## src/rsi_pkg.sv

```systemverilog
`default_nettype none
package rsi_pkg;

  // ************************************************************
  // Register indices (byte address is four times the index)
  // ************************************************************
  localparam logic [5:0] SEC_CTRL_IDX  = 6'h2D;  // Security control b
  localparam logic [5:0] RX_STAT_IDX   = 6'h30;  // Receive MAC status
  localparam logic [5:0] EVT_STAT_IDX  = 6'h31;  // Event status
  localparam logic [5:0] EVT_MASK_IDX  = 6'h32;  // Event mask control

  // ************************************************************
  // Field positions
  // ************************************************************
  localparam int ENC_DIS_BIT    = 0;  // Encryption disable
  localparam int DEC_DIS_BIT    = 1;  // Decryption disable
  localparam int CIPHER_LSB     = 4;  // Beacon cipher suite low bit
  localparam int CIPHER_MSB     = 6;  // Beacon cipher suite high bit
  localparam int DEC_ERR_BIT    = 2;  // Decryption error flag
  localparam int BAT_LOW_BIT    = 5;  // Battery low flag
  localparam int MIC_ERR_BIT    = 6;  // Upper layer MIC error flag
  localparam int KEY_REQ_BIT    = 4;  // Key request event flag

  // ************************************************************
  // Reset values and write masks
  // ************************************************************
  localparam logic [7:0] EVT_STAT_RST  = 8'h00;  // All flags clear
  localparam logic [7:0] EVT_MASK_RST  = 8'hFF;  // All interrupts disabled
  localparam logic [7:0] SEC_CTRL_RST  = 8'h00;  // No cipher, nothing disabled
  localparam logic [7:0] SEC_CTRL_WMSK = 8'h73;  // Implemented security bits
  localparam logic [4:0] TAG_RST       = 5'h00;  // No tag after reset

  // ************************************************************
  // Types
  // ************************************************************
  typedef enum logic [2:0] {
    RSI_CIPHER_NONE   = 3'b000,
    RSI_CIPHER_CTR    = 3'b001,
    RSI_CIPHER_CCM128 = 3'b010,
    RSI_CIPHER_CCM64  = 3'b011,
    RSI_CIPHER_CCM32  = 3'b100,
    RSI_CIPHER_CBC128 = 3'b101,
    RSI_CIPHER_CBC64  = 3'b110,
    RSI_CIPHER_CBC32  = 3'b111
  } rsi_cipher_type;

  // Event pulses in flag order, bit 7 first
  typedef struct packed {
    logic sleep_alert;    // Sleep alert
    logic wake_alert;     // Wake-up alert
    logic half_symbol;    // Half symbol timer
    logic secured_frame;  // Received frame with security bit set
    logic rx_fifo;        // Receive FIFO reception
    logic slot2_tx;       // Slot 2 transmit done
    logic slot1_tx;       // Slot 1 transmit done
    logic normal_tx;      // Normal FIFO transmit done
  } rsi_events_type;

  // Register access taken this cycle
  typedef struct packed {
    logic       read;   // Read accepted
    logic       write;  // Write accepted, low byte enabled
    logic [5:0] index;  // Register index
    logic [7:0] wdata;  // Write data low byte
  } rsi_access_type;

  // Tag length in bytes for a cipher suite
  function automatic logic [4:0] rsi_tag_bytes(input rsi_cipher_type suite);
    logic [4:0] len;
    len = 5'h00;
    unique case (suite)
      RSI_CIPHER_CCM128, RSI_CIPHER_CBC128: len = 5'h10;
      RSI_CIPHER_CCM64,  RSI_CIPHER_CBC64:  len = 5'h08;
      RSI_CIPHER_CCM32,  RSI_CIPHER_CBC32:  len = 5'h04;
      RSI_CIPHER_NONE,   RSI_CIPHER_CTR:    len = 5'h00;
    endcase
    return len;
  endfunction : rsi_tag_bytes

endpackage : rsi_pkg
`default_nettype wire

```

## src/rsi_wb_slave.sv

```systemverilog
`timescale 1ns/1ps
`default_nettype none
module rsi_wb_slave (
  input  wire logic                    clk,        // System clock
  input  wire logic                    rst_b,      // Async reset, active low
  input  wire logic                    ce,         // Clock enable
  input  wire logic                    wb_cyc_i,   // Bus cycle
  input  wire logic                    wb_stb_i,   // Strobe
  input  wire logic                    wb_we_i,    // Write enable
  input  wire logic [7:0]              wb_adr_i,   // Byte address
  input  wire logic [3:0]              wb_sel_i,   // Byte selects
  input  wire logic [31:0]             wb_dat_i,   // Write data
  input  wire logic [7:0]              rdata,      // Selected register value
  output logic      [31:0]             wb_dat_o,   // Read data
  output logic                         wb_ack_o,   // Acknowledge
  output rsi_pkg::rsi_access_type      acc         // Access taken this cycle
);

  // ************************************************************
  // Bus handshake
  // ************************************************************
  logic        ack_reg;   // Acknowledge flop
  logic        ack_next;  // Next acknowledge
  logic [31:0] dat_reg;   // Read data flop
  logic [31:0] dat_next;  // Next read data

  // Answer one cycle after the request, then drop
  always_comb begin
    ack_next  = wb_cyc_i & wb_stb_i & ~ack_reg;
    acc.read  = ack_next & ~wb_we_i;
    acc.write = ack_next & wb_we_i & wb_sel_i[0];
    acc.index = wb_adr_i[7:2];
    acc.wdata = wb_dat_i[7:0];
    // Upper lanes always zero, unmapped reads zero
    dat_next  = acc.read ? {24'h000000, rdata} : 32'h00000000;
  end

  // Registers the handshake
  always_ff @(posedge clk or negedge rst_b) begin
    if (!rst_b) begin
      ack_reg <= 1'b0;
      dat_reg <= 32'h00000000;
    end else if (ce) begin
      ack_reg <= ack_next;
      dat_reg <= dat_next;
    end
  end

  assign wb_ack_o = ack_reg;
  assign wb_dat_o = dat_reg;

  // Acknowledge lasts one cycle
  a_ack_one_cycle: assert property (@(posedge clk) disable iff (!rst_b)
    (ce && wb_ack_o) |=> !wb_ack_o)
    else $error("ack held longer than one cycle");

endmodule : rsi_wb_slave
`default_nettype wire

```

## src/rsi_event_collect.sv

```systemverilog
`timescale 1ns/1ps
`default_nettype none
module rsi_event_collect (
  input  wire logic       clk,       // System clock
  input  wire logic       rst_b,     // Async reset, active low
  input  wire logic       ce,        // Clock enable
  input  wire logic [7:0] set_i,     // Event pulses in flag order
  input  wire logic       rd_clr_i,  // Status register read
  output logic      [7:0] status_o   // Sticky flags
);

  // ************************************************************
  // Sticky read-to-clear flags
  // ************************************************************
  logic [7:0] status_reg;   // Flag flops
  logic [7:0] status_next;  // Next flags

  // New event beats the read clear in the same cycle
  always_comb begin
    status_next = (rd_clr_i ? 8'h00 : status_reg) | set_i;
  end

  // Registers the flags
  always_ff @(posedge clk or negedge rst_b) begin
    if (!rst_b) begin
      status_reg <= rsi_pkg::EVT_STAT_RST;
    end else if (ce) begin
      status_reg <= status_next;
    end
  end

  assign status_o = status_reg;

  a_flag_set_sticks: assert property (@(posedge clk) disable iff (!rst_b)
    (ce && set_i != 8'h00) |=> ((status_o & $past(set_i)) == $past(set_i)))
    else $error("event did not set its flag");

  a_read_clears_all: assert property (@(posedge clk) disable iff (!rst_b)
    (ce && rd_clr_i && set_i == 8'h00) |=> (status_o == 8'h00))
    else $error("status read did not clear flags");

  a_flags_reset_zero: assert property (@(posedge clk) disable iff (!rst_b)
    $rose(rst_b) |-> (status_o == 8'h00))
    else $error("flags not zero after reset");

endmodule : rsi_event_collect
`default_nettype wire

```

## src/rsi_top.sv

```systemverilog
`timescale 1ns/1ps
`default_nettype none
module rsi_top (
  input  wire logic                    clk,                 // System clock, 100 MHz
  input  wire logic                    rst_b,               // Power-on reset, active low
  input  wire logic                    ce,                  // Clock enable, freezes state when low
  input  wire logic                    wb_cyc_i,            // Wishbone cycle
  input  wire logic                    wb_stb_i,            // Wishbone strobe
  input  wire logic                    wb_we_i,             // Wishbone write enable
  input  wire logic [7:0]              wb_adr_i,            // Wishbone byte address
  input  wire logic [3:0]              wb_sel_i,            // Wishbone byte selects
  input  wire logic [31:0]             wb_dat_i,            // Wishbone write data
  output logic      [31:0]             wb_dat_o,            // Wishbone read data
  output logic                         wb_ack_o,            // Wishbone acknowledge
  input  wire rsi_pkg::rsi_events_type events_i,            // Event pulses
  input  wire logic                    mic_error_i,         // MIC error pulse
  input  wire logic                    decrypt_error_i,     // Decryption error level
  input  wire logic                    battery_low_i,       // Supply below threshold level
  input  wire logic                    tx_security_req_i,   // Packet asks for encryption
  output logic                         irq_o,               // Interrupt request, high active
  output logic                         tx_encrypt_o,        // Encrypt the packet being sent
  output rsi_pkg::rsi_cipher_type      beacon_cipher_o,     // Beacon cipher suite
  output logic      [4:0]              beacon_tag_bytes_o   // Beacon tag length in bytes
);

  // ************************************************************
  // Bus slave
  // ************************************************************
  rsi_pkg::rsi_access_type acc;    // Access taken this cycle
  logic [7:0]              rdata;  // Read mux output

  rsi_wb_slave u_bus (
    .clk      (clk),
    .rst_b    (rst_b),
    .ce       (ce),
    .wb_cyc_i (wb_cyc_i),
    .wb_stb_i (wb_stb_i),
    .wb_we_i  (wb_we_i),
    .wb_adr_i (wb_adr_i),
    .wb_sel_i (wb_sel_i),
    .wb_dat_i (wb_dat_i),
    .rdata    (rdata),
    .wb_dat_o (wb_dat_o),
    .wb_ack_o (wb_ack_o),
    .acc      (acc)
  );

  // ************************************************************
  // Access decode
  // ************************************************************
  logic wr_sec;   // Write to security control
  logic wr_rx;    // Write to receive status
  logic wr_mask;  // Write to event mask
  logic rd_evt;   // Read of event status

  // Strobes per register, writes to event status ignored
  always_comb begin
    wr_sec  = acc.write && (acc.index == rsi_pkg::SEC_CTRL_IDX);
    wr_rx   = acc.write && (acc.index == rsi_pkg::RX_STAT_IDX);
    wr_mask = acc.write && (acc.index == rsi_pkg::EVT_MASK_IDX);
    rd_evt  = acc.read  && (acc.index == rsi_pkg::EVT_STAT_IDX);
  end

  // ************************************************************
  // Security control
  // ************************************************************
  logic [7:0] sec_reg;   // Security control flops
  logic [7:0] sec_next;  // Next security control
  logic       dec_dis;   // Decryption disable
  logic       enc_dis;   // Encryption disable

  // Only implemented bits take writes, reserved stay zero
  always_comb begin
    sec_next = sec_reg;
    if (wr_sec) begin
      sec_next = acc.wdata & rsi_pkg::SEC_CTRL_WMSK;
    end
  end

  // Registers security control
  always_ff @(posedge clk or negedge rst_b) begin
    if (!rst_b) begin
      sec_reg <= rsi_pkg::SEC_CTRL_RST;
    end else if (ce) begin
      sec_reg <= sec_next;
    end
  end

  assign dec_dis = sec_reg[rsi_pkg::DEC_DIS_BIT];
  assign enc_dis = sec_reg[rsi_pkg::ENC_DIS_BIT];

  // ************************************************************
  // Event flags
  // ************************************************************
  logic [7:0] evt_set;     // Event pulses in flag order
  logic [7:0] evt_status;  // Sticky event flags

  // Secured frames raise a key request unless decryption is off
  always_comb begin
    evt_set = events_i;
    evt_set[rsi_pkg::KEY_REQ_BIT] = events_i.secured_frame & ~dec_dis;
  end

  rsi_event_collect u_events (
    .clk      (clk),
    .rst_b    (rst_b),
    .ce       (ce),
    .set_i    (evt_set),
    .rd_clr_i (rd_evt),
    .status_o (evt_status)
  );

  // ************************************************************
  // Event mask, one disables
  // ************************************************************
  logic [7:0] mask_reg;   // Mask flops
  logic [7:0] mask_next;  // Next mask

  // Plain read-write register
  always_comb begin
    mask_next = mask_reg;
    if (wr_mask) begin
      mask_next = acc.wdata;
    end
  end

  // Registers the mask
  always_ff @(posedge clk or negedge rst_b) begin
    if (!rst_b) begin
      mask_reg <= rsi_pkg::EVT_MASK_RST;
    end else if (ce) begin
      mask_reg <= mask_next;
    end
  end

  // ************************************************************
  // Receive status
  // ************************************************************
  logic mic_reg;    // MIC error flag
  logic mic_next;   // Next MIC error flag
  logic dec_reg;    // Sampled decryption error
  logic dec_next;   // Next decryption error
  logic bat_reg;    // Sampled battery low
  logic bat_next;   // Next battery low
  logic mic_clr;    // Software clears MIC flag

  // MIC flag set wins over the write-one clear
  always_comb begin
    mic_clr  = wr_rx && acc.wdata[rsi_pkg::MIC_ERR_BIT];
    mic_next = mic_error_i | (mic_reg & ~mic_clr);
    dec_next = decrypt_error_i;
    bat_next = battery_low_i;
  end

  // Registers receive status
  always_ff @(posedge clk or negedge rst_b) begin
    if (!rst_b) begin
      mic_reg <= 1'b0;
      dec_reg <= 1'b0;
      bat_reg <= 1'b0;
    end else if (ce) begin
      mic_reg <= mic_next;
      dec_reg <= dec_next;
      bat_reg <= bat_next;
    end
  end

  // ************************************************************
  // Read mux
  // ************************************************************
  logic [7:0] rx_word;  // Receive status as read

  // Unmapped indices read zero
  always_comb begin
    rx_word = 8'h00;
    rx_word[rsi_pkg::MIC_ERR_BIT] = mic_reg;
    rx_word[rsi_pkg::BAT_LOW_BIT] = bat_reg;
    rx_word[rsi_pkg::DEC_ERR_BIT] = dec_reg;
    unique case (acc.index)
      rsi_pkg::SEC_CTRL_IDX: rdata = sec_reg;
      rsi_pkg::RX_STAT_IDX:  rdata = rx_word;
      rsi_pkg::EVT_STAT_IDX: rdata = evt_status;
      rsi_pkg::EVT_MASK_IDX: rdata = mask_reg;
      default:               rdata = 8'h00;
    endcase
  end

  // ************************************************************
  // Outputs
  // ************************************************************
  logic                    irq_cause;   // Unmasked flag present
  logic                    irq_reg;     // Interrupt flop
  logic                    enc_reg;     // Encrypt flop
  logic                    enc_next;    // Next encrypt
  rsi_pkg::rsi_cipher_type cipher;      // Selected beacon suite
  logic [4:0]              tag_reg;     // Tag length flop
  logic [4:0]              tag_next;    // Next tag length

  // Flags gated by the same bit position of the mask
  always_comb begin
    irq_cause = (evt_status & ~mask_reg) != 8'h00;
    enc_next  = tx_security_req_i & ~enc_dis;
    cipher    = rsi_pkg::rsi_cipher_type'(sec_reg[rsi_pkg::CIPHER_MSB:rsi_pkg::CIPHER_LSB]);
    tag_next  = rsi_pkg::rsi_tag_bytes(cipher);
  end

  // Registers outputs
  always_ff @(posedge clk or negedge rst_b) begin
    if (!rst_b) begin
      irq_reg <= 1'b0;
      enc_reg <= 1'b0;
      tag_reg <= rsi_pkg::TAG_RST;
    end else if (ce) begin
      irq_reg <= irq_cause;
      enc_reg <= enc_next;
      tag_reg <= tag_next;
    end
  end

  assign irq_o              = irq_reg;
  assign tx_encrypt_o       = enc_reg;
  assign beacon_cipher_o    = cipher;
  assign beacon_tag_bytes_o = tag_reg;

  // ************************************************************
  // Checks
  // ************************************************************
  a_write_keeps_flags: assert property (@(posedge clk) disable iff (!rst_b)
    (ce && acc.write && acc.index == rsi_pkg::EVT_STAT_IDX)
      |=> ((evt_status & $past(evt_status)) == $past(evt_status)))
    else $error("write cleared event flags");

  a_mask_resets_high: assert property (@(posedge clk) disable iff (!rst_b)
    $rose(rst_b) |-> (mask_reg == 8'hFF && !irq_o))
    else $error("mask not all ones after reset");

  a_irq_follows_mask: assert property (@(posedge clk) disable iff (!rst_b)
    ce |=> (irq_o == $past(irq_cause)))
    else $error("interrupt does not follow unmasked flags");

  a_masked_no_irq: assert property (@(posedge clk) disable iff (!rst_b)
    (ce && mask_reg == 8'hFF) |=> !irq_o)
    else $error("interrupt with all bits masked");

  a_key_req_blocked: assert property (@(posedge clk) disable iff (!rst_b)
    (ce && dec_dis && !evt_status[rsi_pkg::KEY_REQ_BIT] && !wr_sec)
      |=> !evt_status[rsi_pkg::KEY_REQ_BIT])
    else $error("key request raised with decryption disabled");

  a_no_encrypt_off: assert property (@(posedge clk) disable iff (!rst_b)
    (ce && enc_dis) |=> !tx_encrypt_o)
    else $error("encryption while disabled");

  a_cipher_tag_len: assert property (@(posedge clk) disable iff (!rst_b)
    (ce && cipher == rsi_pkg::RSI_CIPHER_CCM64) |=> (beacon_tag_bytes_o == 5'h08))
    else $error("wrong tag length for suite");

  a_mic_flag_sticky: assert property (@(posedge clk) disable iff (!rst_b)
    (ce && mic_reg && !mic_clr) |=> mic_reg [*1] ##0 (rx_word[6] == 1'b1))
    else $error("MIC flag lost without clear");

  a_mic_sets: assert property (@(posedge clk) disable iff (!rst_b)
    (ce && mic_error_i) |=> mic_reg)
    else $error("MIC error not flagged");

  a_dec_err_track: assert property (@(posedge clk) disable iff (!rst_b)
    ce |=> (rx_word[2] == $past(decrypt_error_i)))
    else $error("decryption error flag wrong");

  a_bat_low_track: assert property (@(posedge clk) disable iff (!rst_b)
    ce |=> (rx_word[5] == $past(battery_low_i)))
    else $error("battery low flag wrong");

  a_reserved_zero: assert property (@(posedge clk) disable iff (!rst_b)
    (sec_reg[7] == 1'b0) && (sec_reg[3:2] == 2'b00) && (rx_word[7] == 1'b0))
    else $error("reserved bit reads one");

  a_mask_write_lands: assert property (@(posedge clk) disable iff (!rst_b)
    (ce && wr_mask) |=> (mask_reg == $past(acc.wdata)))
    else $error("mask write not stored");

  a_cipher_write_lands: assert property (@(posedge clk) disable iff (!rst_b)
    (ce && wr_sec) |=> (sec_reg[rsi_pkg::CIPHER_MSB:rsi_pkg::CIPHER_LSB] == $past(acc.wdata[6:4])))
    else $error("cipher field write not stored");

  a_mic_write_clears: assert property (@(posedge clk) disable iff (!rst_b)
    (ce && mic_clr && !mic_error_i) |=> !mic_reg)
    else $error("MIC flag not cleared by write one");

  a_key_req_raised: assert property (@(posedge clk) disable iff (!rst_b)
    (ce && events_i.secured_frame && !dec_dis) |=> evt_status[rsi_pkg::KEY_REQ_BIT])
    else $error("key request missing with decryption on");

  a_enc_follows_req: assert property (@(posedge clk) disable iff (!rst_b)
    (ce && !enc_dis) |=> (tx_encrypt_o == $past(tx_security_req_i)))
    else $error("encrypt output does not follow request");

  a_ce_freezes_state: assert property (@(posedge clk) disable iff (!rst_b) // Clock enable low
    !ce |=> ($stable(sec_reg) && $stable(mask_reg) && $stable(evt_status) && $stable(irq_o)))
    else $error("state changed with clock enable low");

endmodule : rsi_top
`default_nettype wire

```

## config.mk

```make
export PLATFORM = sky130hd
export DESIGN_NAME = rsi_top
export DESIGN_NICKNAME = d
export VERILOG_FILES = /design/src/rsi_pkg.sv /design/src/rsi_wb_slave.sv /design/src/rsi_event_collect.sv /design/src/rsi_top.sv
export SDC_FILE = /design/constraint.sdc
export NUM_CORES = 1
export LEC_CHECK = 0
export ABC_AREA = 1
export ABC_CLOCK_PERIOD_IN_PS = 1120
export BUFFER_PORTS_ARGS = -buffer_cell sky130_fd_sc_hd__buf_2
export CAP_MARGIN = 15
export CORE_MARGIN = 3
export CORE_UTILIZATION = 30
export DETAILED_ROUTE_END_ITERATION = 12
export PLACE_DENSITY_LB_ADDON = 0.2
export SETUP_SLACK_MARGIN = 0.2
export SLEW_MARGIN = 30
export SYNTH_ARGS = -nofsm -noshare
export SYNTH_HDL_FRONTEND = slang
export SYNTH_SLANG_ARGS = --single-unit
```

## constraint.sdc

```tcl
create_clock -name clk -period 1.12 [get_ports clk]
set_input_delay 0.168 -clock clk [delete_from_list [all_inputs] [get_ports clk]]
set_output_delay 0.168 -clock clk [all_outputs]
set_load 0.1 [all_outputs]
```

### Word level (Yosys, flattened, before mapping)

Memory sizes are Yosys's and may differ from the RTL's. A register that Yosys moved wholly into a read port is not among the register bits.
Index checks and enable logic that the tools add are counted.

* bits in registers: 64
* latch bits: 0
* bits in writable memories: 0
* ROM bits: 24
* input port bits: 62
* output and inout port bits: 43
* memories kept: 1

Memories
* (no name shown): depth 8, bits a word 3, rd ports 1, clocked after memory_dff 1, write ports 0, RTL line rsi_pkg.sv:71 `unique case (suite)`

* add/sub/neg operators: 0
* multiply operators: 0
* div/mod/pow operators: 0
* magnitude comparators: 0
* equality and inequality tests: 4
* shifts and indexed selects: 0
* multiplexer cells: 3
* bitwise operators: 17
* reduce and logical (&&, ||, !) cells: 9

Operator list (number)
* case mux 8 bit (4 select lines): 1
* equality test 6 bit (second input constant): 4
* two-way mux 8 bit: 2
* AND 1 bit: 8
* AND 8 bit: 1
* inverter 8 bit: 1
* bitwise OR 8 bit: 1
* nonzero test 8 bit: 1
* logical AND 1 bit: 5
* inverter 1 bit: 5
* AND reduction 2 bit: 2
* logical NOT 1 bit: 1
* bitwise OR 1 bit: 1

### Logic depth before layout (Yosys ltp)

* word-level depth: 9
* mapped depth: 8

### By module

Synthesis repeated with hierarchy kept, for this count alone.

* cells, all modules: 316
* area, all modules: 2369.8 sq um

Modules (own cells, without submodules)
* rsi_top: times used 1, cells an instance 182, area each 1308.8 sq um, sequential area each 535.5 sq um
* rsi_wb_slave: times used 1, cells an instance 100, area each 739.5 sq um, sequential area each 225.2 sq um
* rsi_event_collect: times used 1, cells an instance 34, area each 321.6 sq um, sequential area each 200.2 sq um

### Worst setup path after synthesis

Ideal clock, no wire load.

* path type: flip-flop to flip-flop
* start: register u_bus.ack_reg (netlist: u_bus.wb_ack_o)
* end: register sec_reg[6]
* arrival: 1.592 ns
* required time: 1.003 ns
* slack: -0.589 ns
* cell stages (with the launch flop): 9
* path buffers: 0
* cells stage by stage: dfrtp_1 inv_1 nand4_4 nor2_8 inv_2 nor2_4 inv_2 nand2_1 nand2_1

* cells in the longest elaborated chain, start to end: 6

Ends and longest elaborated chain
* from (decl): RTL line rsi_wb_slave.sv:22 `logic ack_reg;`
* from (signal assigned): RTL line rsi_wb_slave.sv:44 `ack_reg <= ack_next;`
* inverter 1 bit: RTL line rsi_wb_slave.sv:29 `ack_next = wb_cyc_i & wb_stb_i & ~ack_reg;`
* AND 1 bit: RTL line rsi_wb_slave.sv:29
* AND 1 bit (2 in series): RTL line rsi_wb_slave.sv:31 `acc.write = ack_next & wb_we_i & wb_sel_i[0];`
* logical AND 1 bit: RTL line rsi_top.sv:58 `wr_sec = acc.write && (acc.index == rsi_pkg::SEC_CTRL_IDX);`
* AND reduction 2 bit (no source line)
* to (signal assigned): RTL line rsi_top.sv:83 `sec_reg <= rsi_pkg::SEC_CTRL_RST;`
* to (signal assigned): RTL line rsi_top.sv:85 `sec_reg <= sec_next;`
* to (decl): RTL line rsi_top.sv:67 `logic [7:0] sec_reg;`

Every way passes these cells.
A chain may end at the register's enable or synchronous reset.

### Worst setup path after layout

Ends and elaborated chain as after synthesis.

==> impl_results.md <==
- Critical Path Source Type: flip-flop
- Row cnt: 30
- Total wire length: ~5.7 mm
- Cells after DPL: about 430
- Setup TNS: -4.922 ns
- Initial DRC Count: between 70 and 80
- Global-route wire length before repair: between 9 and 10 mm
- Htree depth: 2
- Hold slack: between 0.07 and 0.08 ns
- Max VDD drop: 0.0003617 V
- Bufs and invs on worst path: 3
- Largest net degree at the start of global routing: 39
- GR Util met3: under 10%
- Antenna violations before repair: 0
- Lkg Pwr: approximately 1.7 nW
- Logic pwr share: between 20% and 30%
- Max-cap check violation count: 0
- Fin crit share: 119.3%
- Area after DPL: just under 3000 um^2
- Met2 usage: 23.73%
- Yosys reg bits: 38
- CP arrival: around 1.5 ns
- Non-Filler Instances: 450
- WL/cell: 12.70 um
- Cell Area, Synth: around 2200 um^2
- TritonCTS buffer count: 5
- Grt ovf: 0
- I/O pins: about 110
- DIE HEIGHT: ~90 um
- Port Buffers: 49
- DR vias: ~1900
- Root Buffer: clkbuf_8
- Final hold vios: 0
- Initial Utilization: a little under a third
- Crit Path Category: reg -> reg
- Clk_lat worst skew: between 0.2 and 0.3 ns
- DR pass1 iterations: 4
- Final setup fails: 35
- RePlAce Congestion: around 0.84
- Die Wd: roughly 91 um
- DR DRC count: 0
- Worst-path clk slew: around 0.08 ns
- Design Area, Final: approximately 3300 um^2
- Ratio of cells with drive above 1 in the final layout: 45.76%
- Detail Route Antenna Nets: 0
- Int Pwr: approximately 2.1 mW
- CP Capture Type: flip-flop
- Max Transition Viols Final: 0
- Register share of total power: 42.9%
- Failing checks: setup timing
- Outcome: complete, but fails checks
- Crit path cell chain: inv_4, nand4_4, nor2_8, inv_4, nor2_4, inv_2, nand2_1, nand2_1
- Via-to-Cell Ratio: 4.202
- Min Tclk post-route: between 1 and 1.5 ns
- Post-synthesis instance total: 270
- Die ar.: roughly 8300 um^2
- Psw: approximately 1.2 mW
- Worst Path Required: ~1.3 ns
- Area grow syn2layout: 50.35%
- Final nets: around 420
- Vias in the first global route: between 1500 and 2000
- Slowest-stage cell, CP: dfrtp_4
- Hold Crit Class: in -> reg
- CTS tree: yes
- Clock tree sinks: 38
- PnR worst setup slack: -0.2157 ns
- Number of library cell types mapped by synthesis: 26
- Total Routing Usage GR: between 10 and 15%
- Ys Warns: 0
- Met1 GRT Util: a little under a fifth
- Max Root-Sink Buffers: 2
- Busiest grt layer: met2
- RSZ-0062 raised after global routing: true
- Worst Path Max Fanout: 7
- Pwr/cell area: just over 1000 nW/um^2
- N_diodes: 0
- Core area: a little under 7000 um^2
- Top delay family on crit path: simple AND/OR/NAND/NOR gates
- Mean Syn Cell Area: ~8 um^2
- Maximum clock rate: 748.6 MHz
- Crit-path max cell delay: about 0.49 ns
- Setup Skew: 0.006884 ns
- Commonest non-fill, non-tap cell in the layout: nand2_1
- Seq/Total Area, Yosys: 44.29%
- Post-DP HPWL: around 4.2 mm
- Switching Share: a little under two fifths
- Clock Power Share: around 30%
- Most frequent cells in the layout: nand2_1 (82), buf_2 (32), conb_1 (26), nand3_1 (23), buf_4 (22)
[power groups by stage]
stage | Clock [mW] | Sequential (mW) | Combinational [mW]
2_1_floorplan | 0 | 1.56 | 0.588
3_3_place_gp | 0 | 1.46 | 0.861
3_5_place_dp | 0 | 1.46 | 0.863
4_1_cts | 1.03 | 1.44 | 0.894
5_1_grt | 1.11 | 1.44 | 0.949
6_report | 1.01 | 1.44 | 0.903
[final timing paths]
| kind | startpoint | endpoint | slack, ns | depth (start not counted) |
|---|---|---|---|---|
| min | battery_low_i | bat_reg$_DFFE_PN0P_ | 0.07 | 3 |
| max | u_bus.wb_ack_o$_DFFE_PN0P_ | sec_reg[6]$_DFFE_PN0P_ | -0.22 | 8 |
| min in group asynchronous | rst_b | beacon_tag_bytes_o[4]$_DFFE_PN0P_ | 0.36 | 3 |
| min reg2reg | mic_reg$_DFFE_PN0P_ | mic_reg$_DFFE_PN0P_ | 0.50 | 2 |
| max in group asynchronous | rst_b | mask_reg[3]$_DFFE_PN1P_ | 0.49 | 3 |
| max reg2reg | u_bus.wb_ack_o$_DFFE_PN0P_ | sec_reg[6]$_DFFE_PN0P_ | -0.22 | 8 |
[area by class of cell]
| type | instances | area, um^2 |
|---|---|---|
| fillers | 684 | 3645 |
| multi-input cells | 197 | 1116 |
| flip-flops and latches | 38 | 987.2 |
| repair buffers | 83 | 829.5 |
| well taps | 96 | 120.1 |
| inverters | 28 | 113.9 |
| clock buffers | 6 | 82.58 |
| clock inverters | 2 | 12.51 |
[tightest hold or removal path: stages]
cell	delay (ns)
buf_2	0.07
nand2_1	0.04
nand2_1	0.05
[stage by stage]
stage | setup slack (ns) | util (%) | power [mW]
3_3_place_gp | -0.1739 | 41.72 | 2.324
2_1_floorplan | -0.3116 | - | 2.145
4_1_cts | -0.2014 | 46.11 | 3.356
6_report | -0.2157 | 47.23 | 3.346
3_5_place_dp | -0.2141 | 41.72 | 2.326
5_1_grt | -0.2963 | 47.23 | 3.498
[Yosys cell counts]
cell	count	share of area (%)
a21oi_1	3	0.69
a21oi_4	1	0.75
a22o_1	1	0.40
buf_2	1	0.23
buf_4	30	10
clkbuf_1	2	0.35
clkinv_2	1	0.23
conb_1	1	0.17
dfrtp_1	30	35
dfstp_2	8	9.7
ha_1	3	1.7
inv_1	25	4.3
inv_2	2	0.35
nand2_1	90	16
nand2_4	3	1.6
nand3_1	27	6.2
nand4_1	1	0.29
nand4_4	1	0.98
nor2_1	11	1.9
nor2_2	4	1.2
nor2_4	2	1.0
nor2_8	2	1.8
o211ai_1	1	0.35
o21ai_0	14	3.2
o21ai_2	2	0.81
o22ai_1	4	1.2
[per-layer routing]
| metal | share of wire, % | up-vias |
|---|---|---|
| li1 | - | 958 |
| met1 | 45 | 870 |
| met3 | 4.4 | 6 |
| met5 | 0 | - |
| met4 | 1.4 | 0 |
| met2 | 49 | 57 |
[cell families (layout without fill, tap and decap cells)]
logic type	Yosys count	count (layout)	synth area share, %
buf+inv	61	119	15.86
simple gates	141	142	30.56
compound gates	26	26	7.382
flops	38	38	44.29
fa+ha+maj	3	3	1.730
other cells	1	26	0.1728
[timing repair]
item | in CTS | in global routing
endpoints found under the hold margin | 30 | 0
endpoints found under the setup margin | 51 | 51
hold buffers | 1 | 0
setup buffers | 9 | 3
resized for setup | 37 | 18
cloned | 1 | 0
pin swaps | 16 | 11
Note: power is estimated with default switching activity, not from simulation.
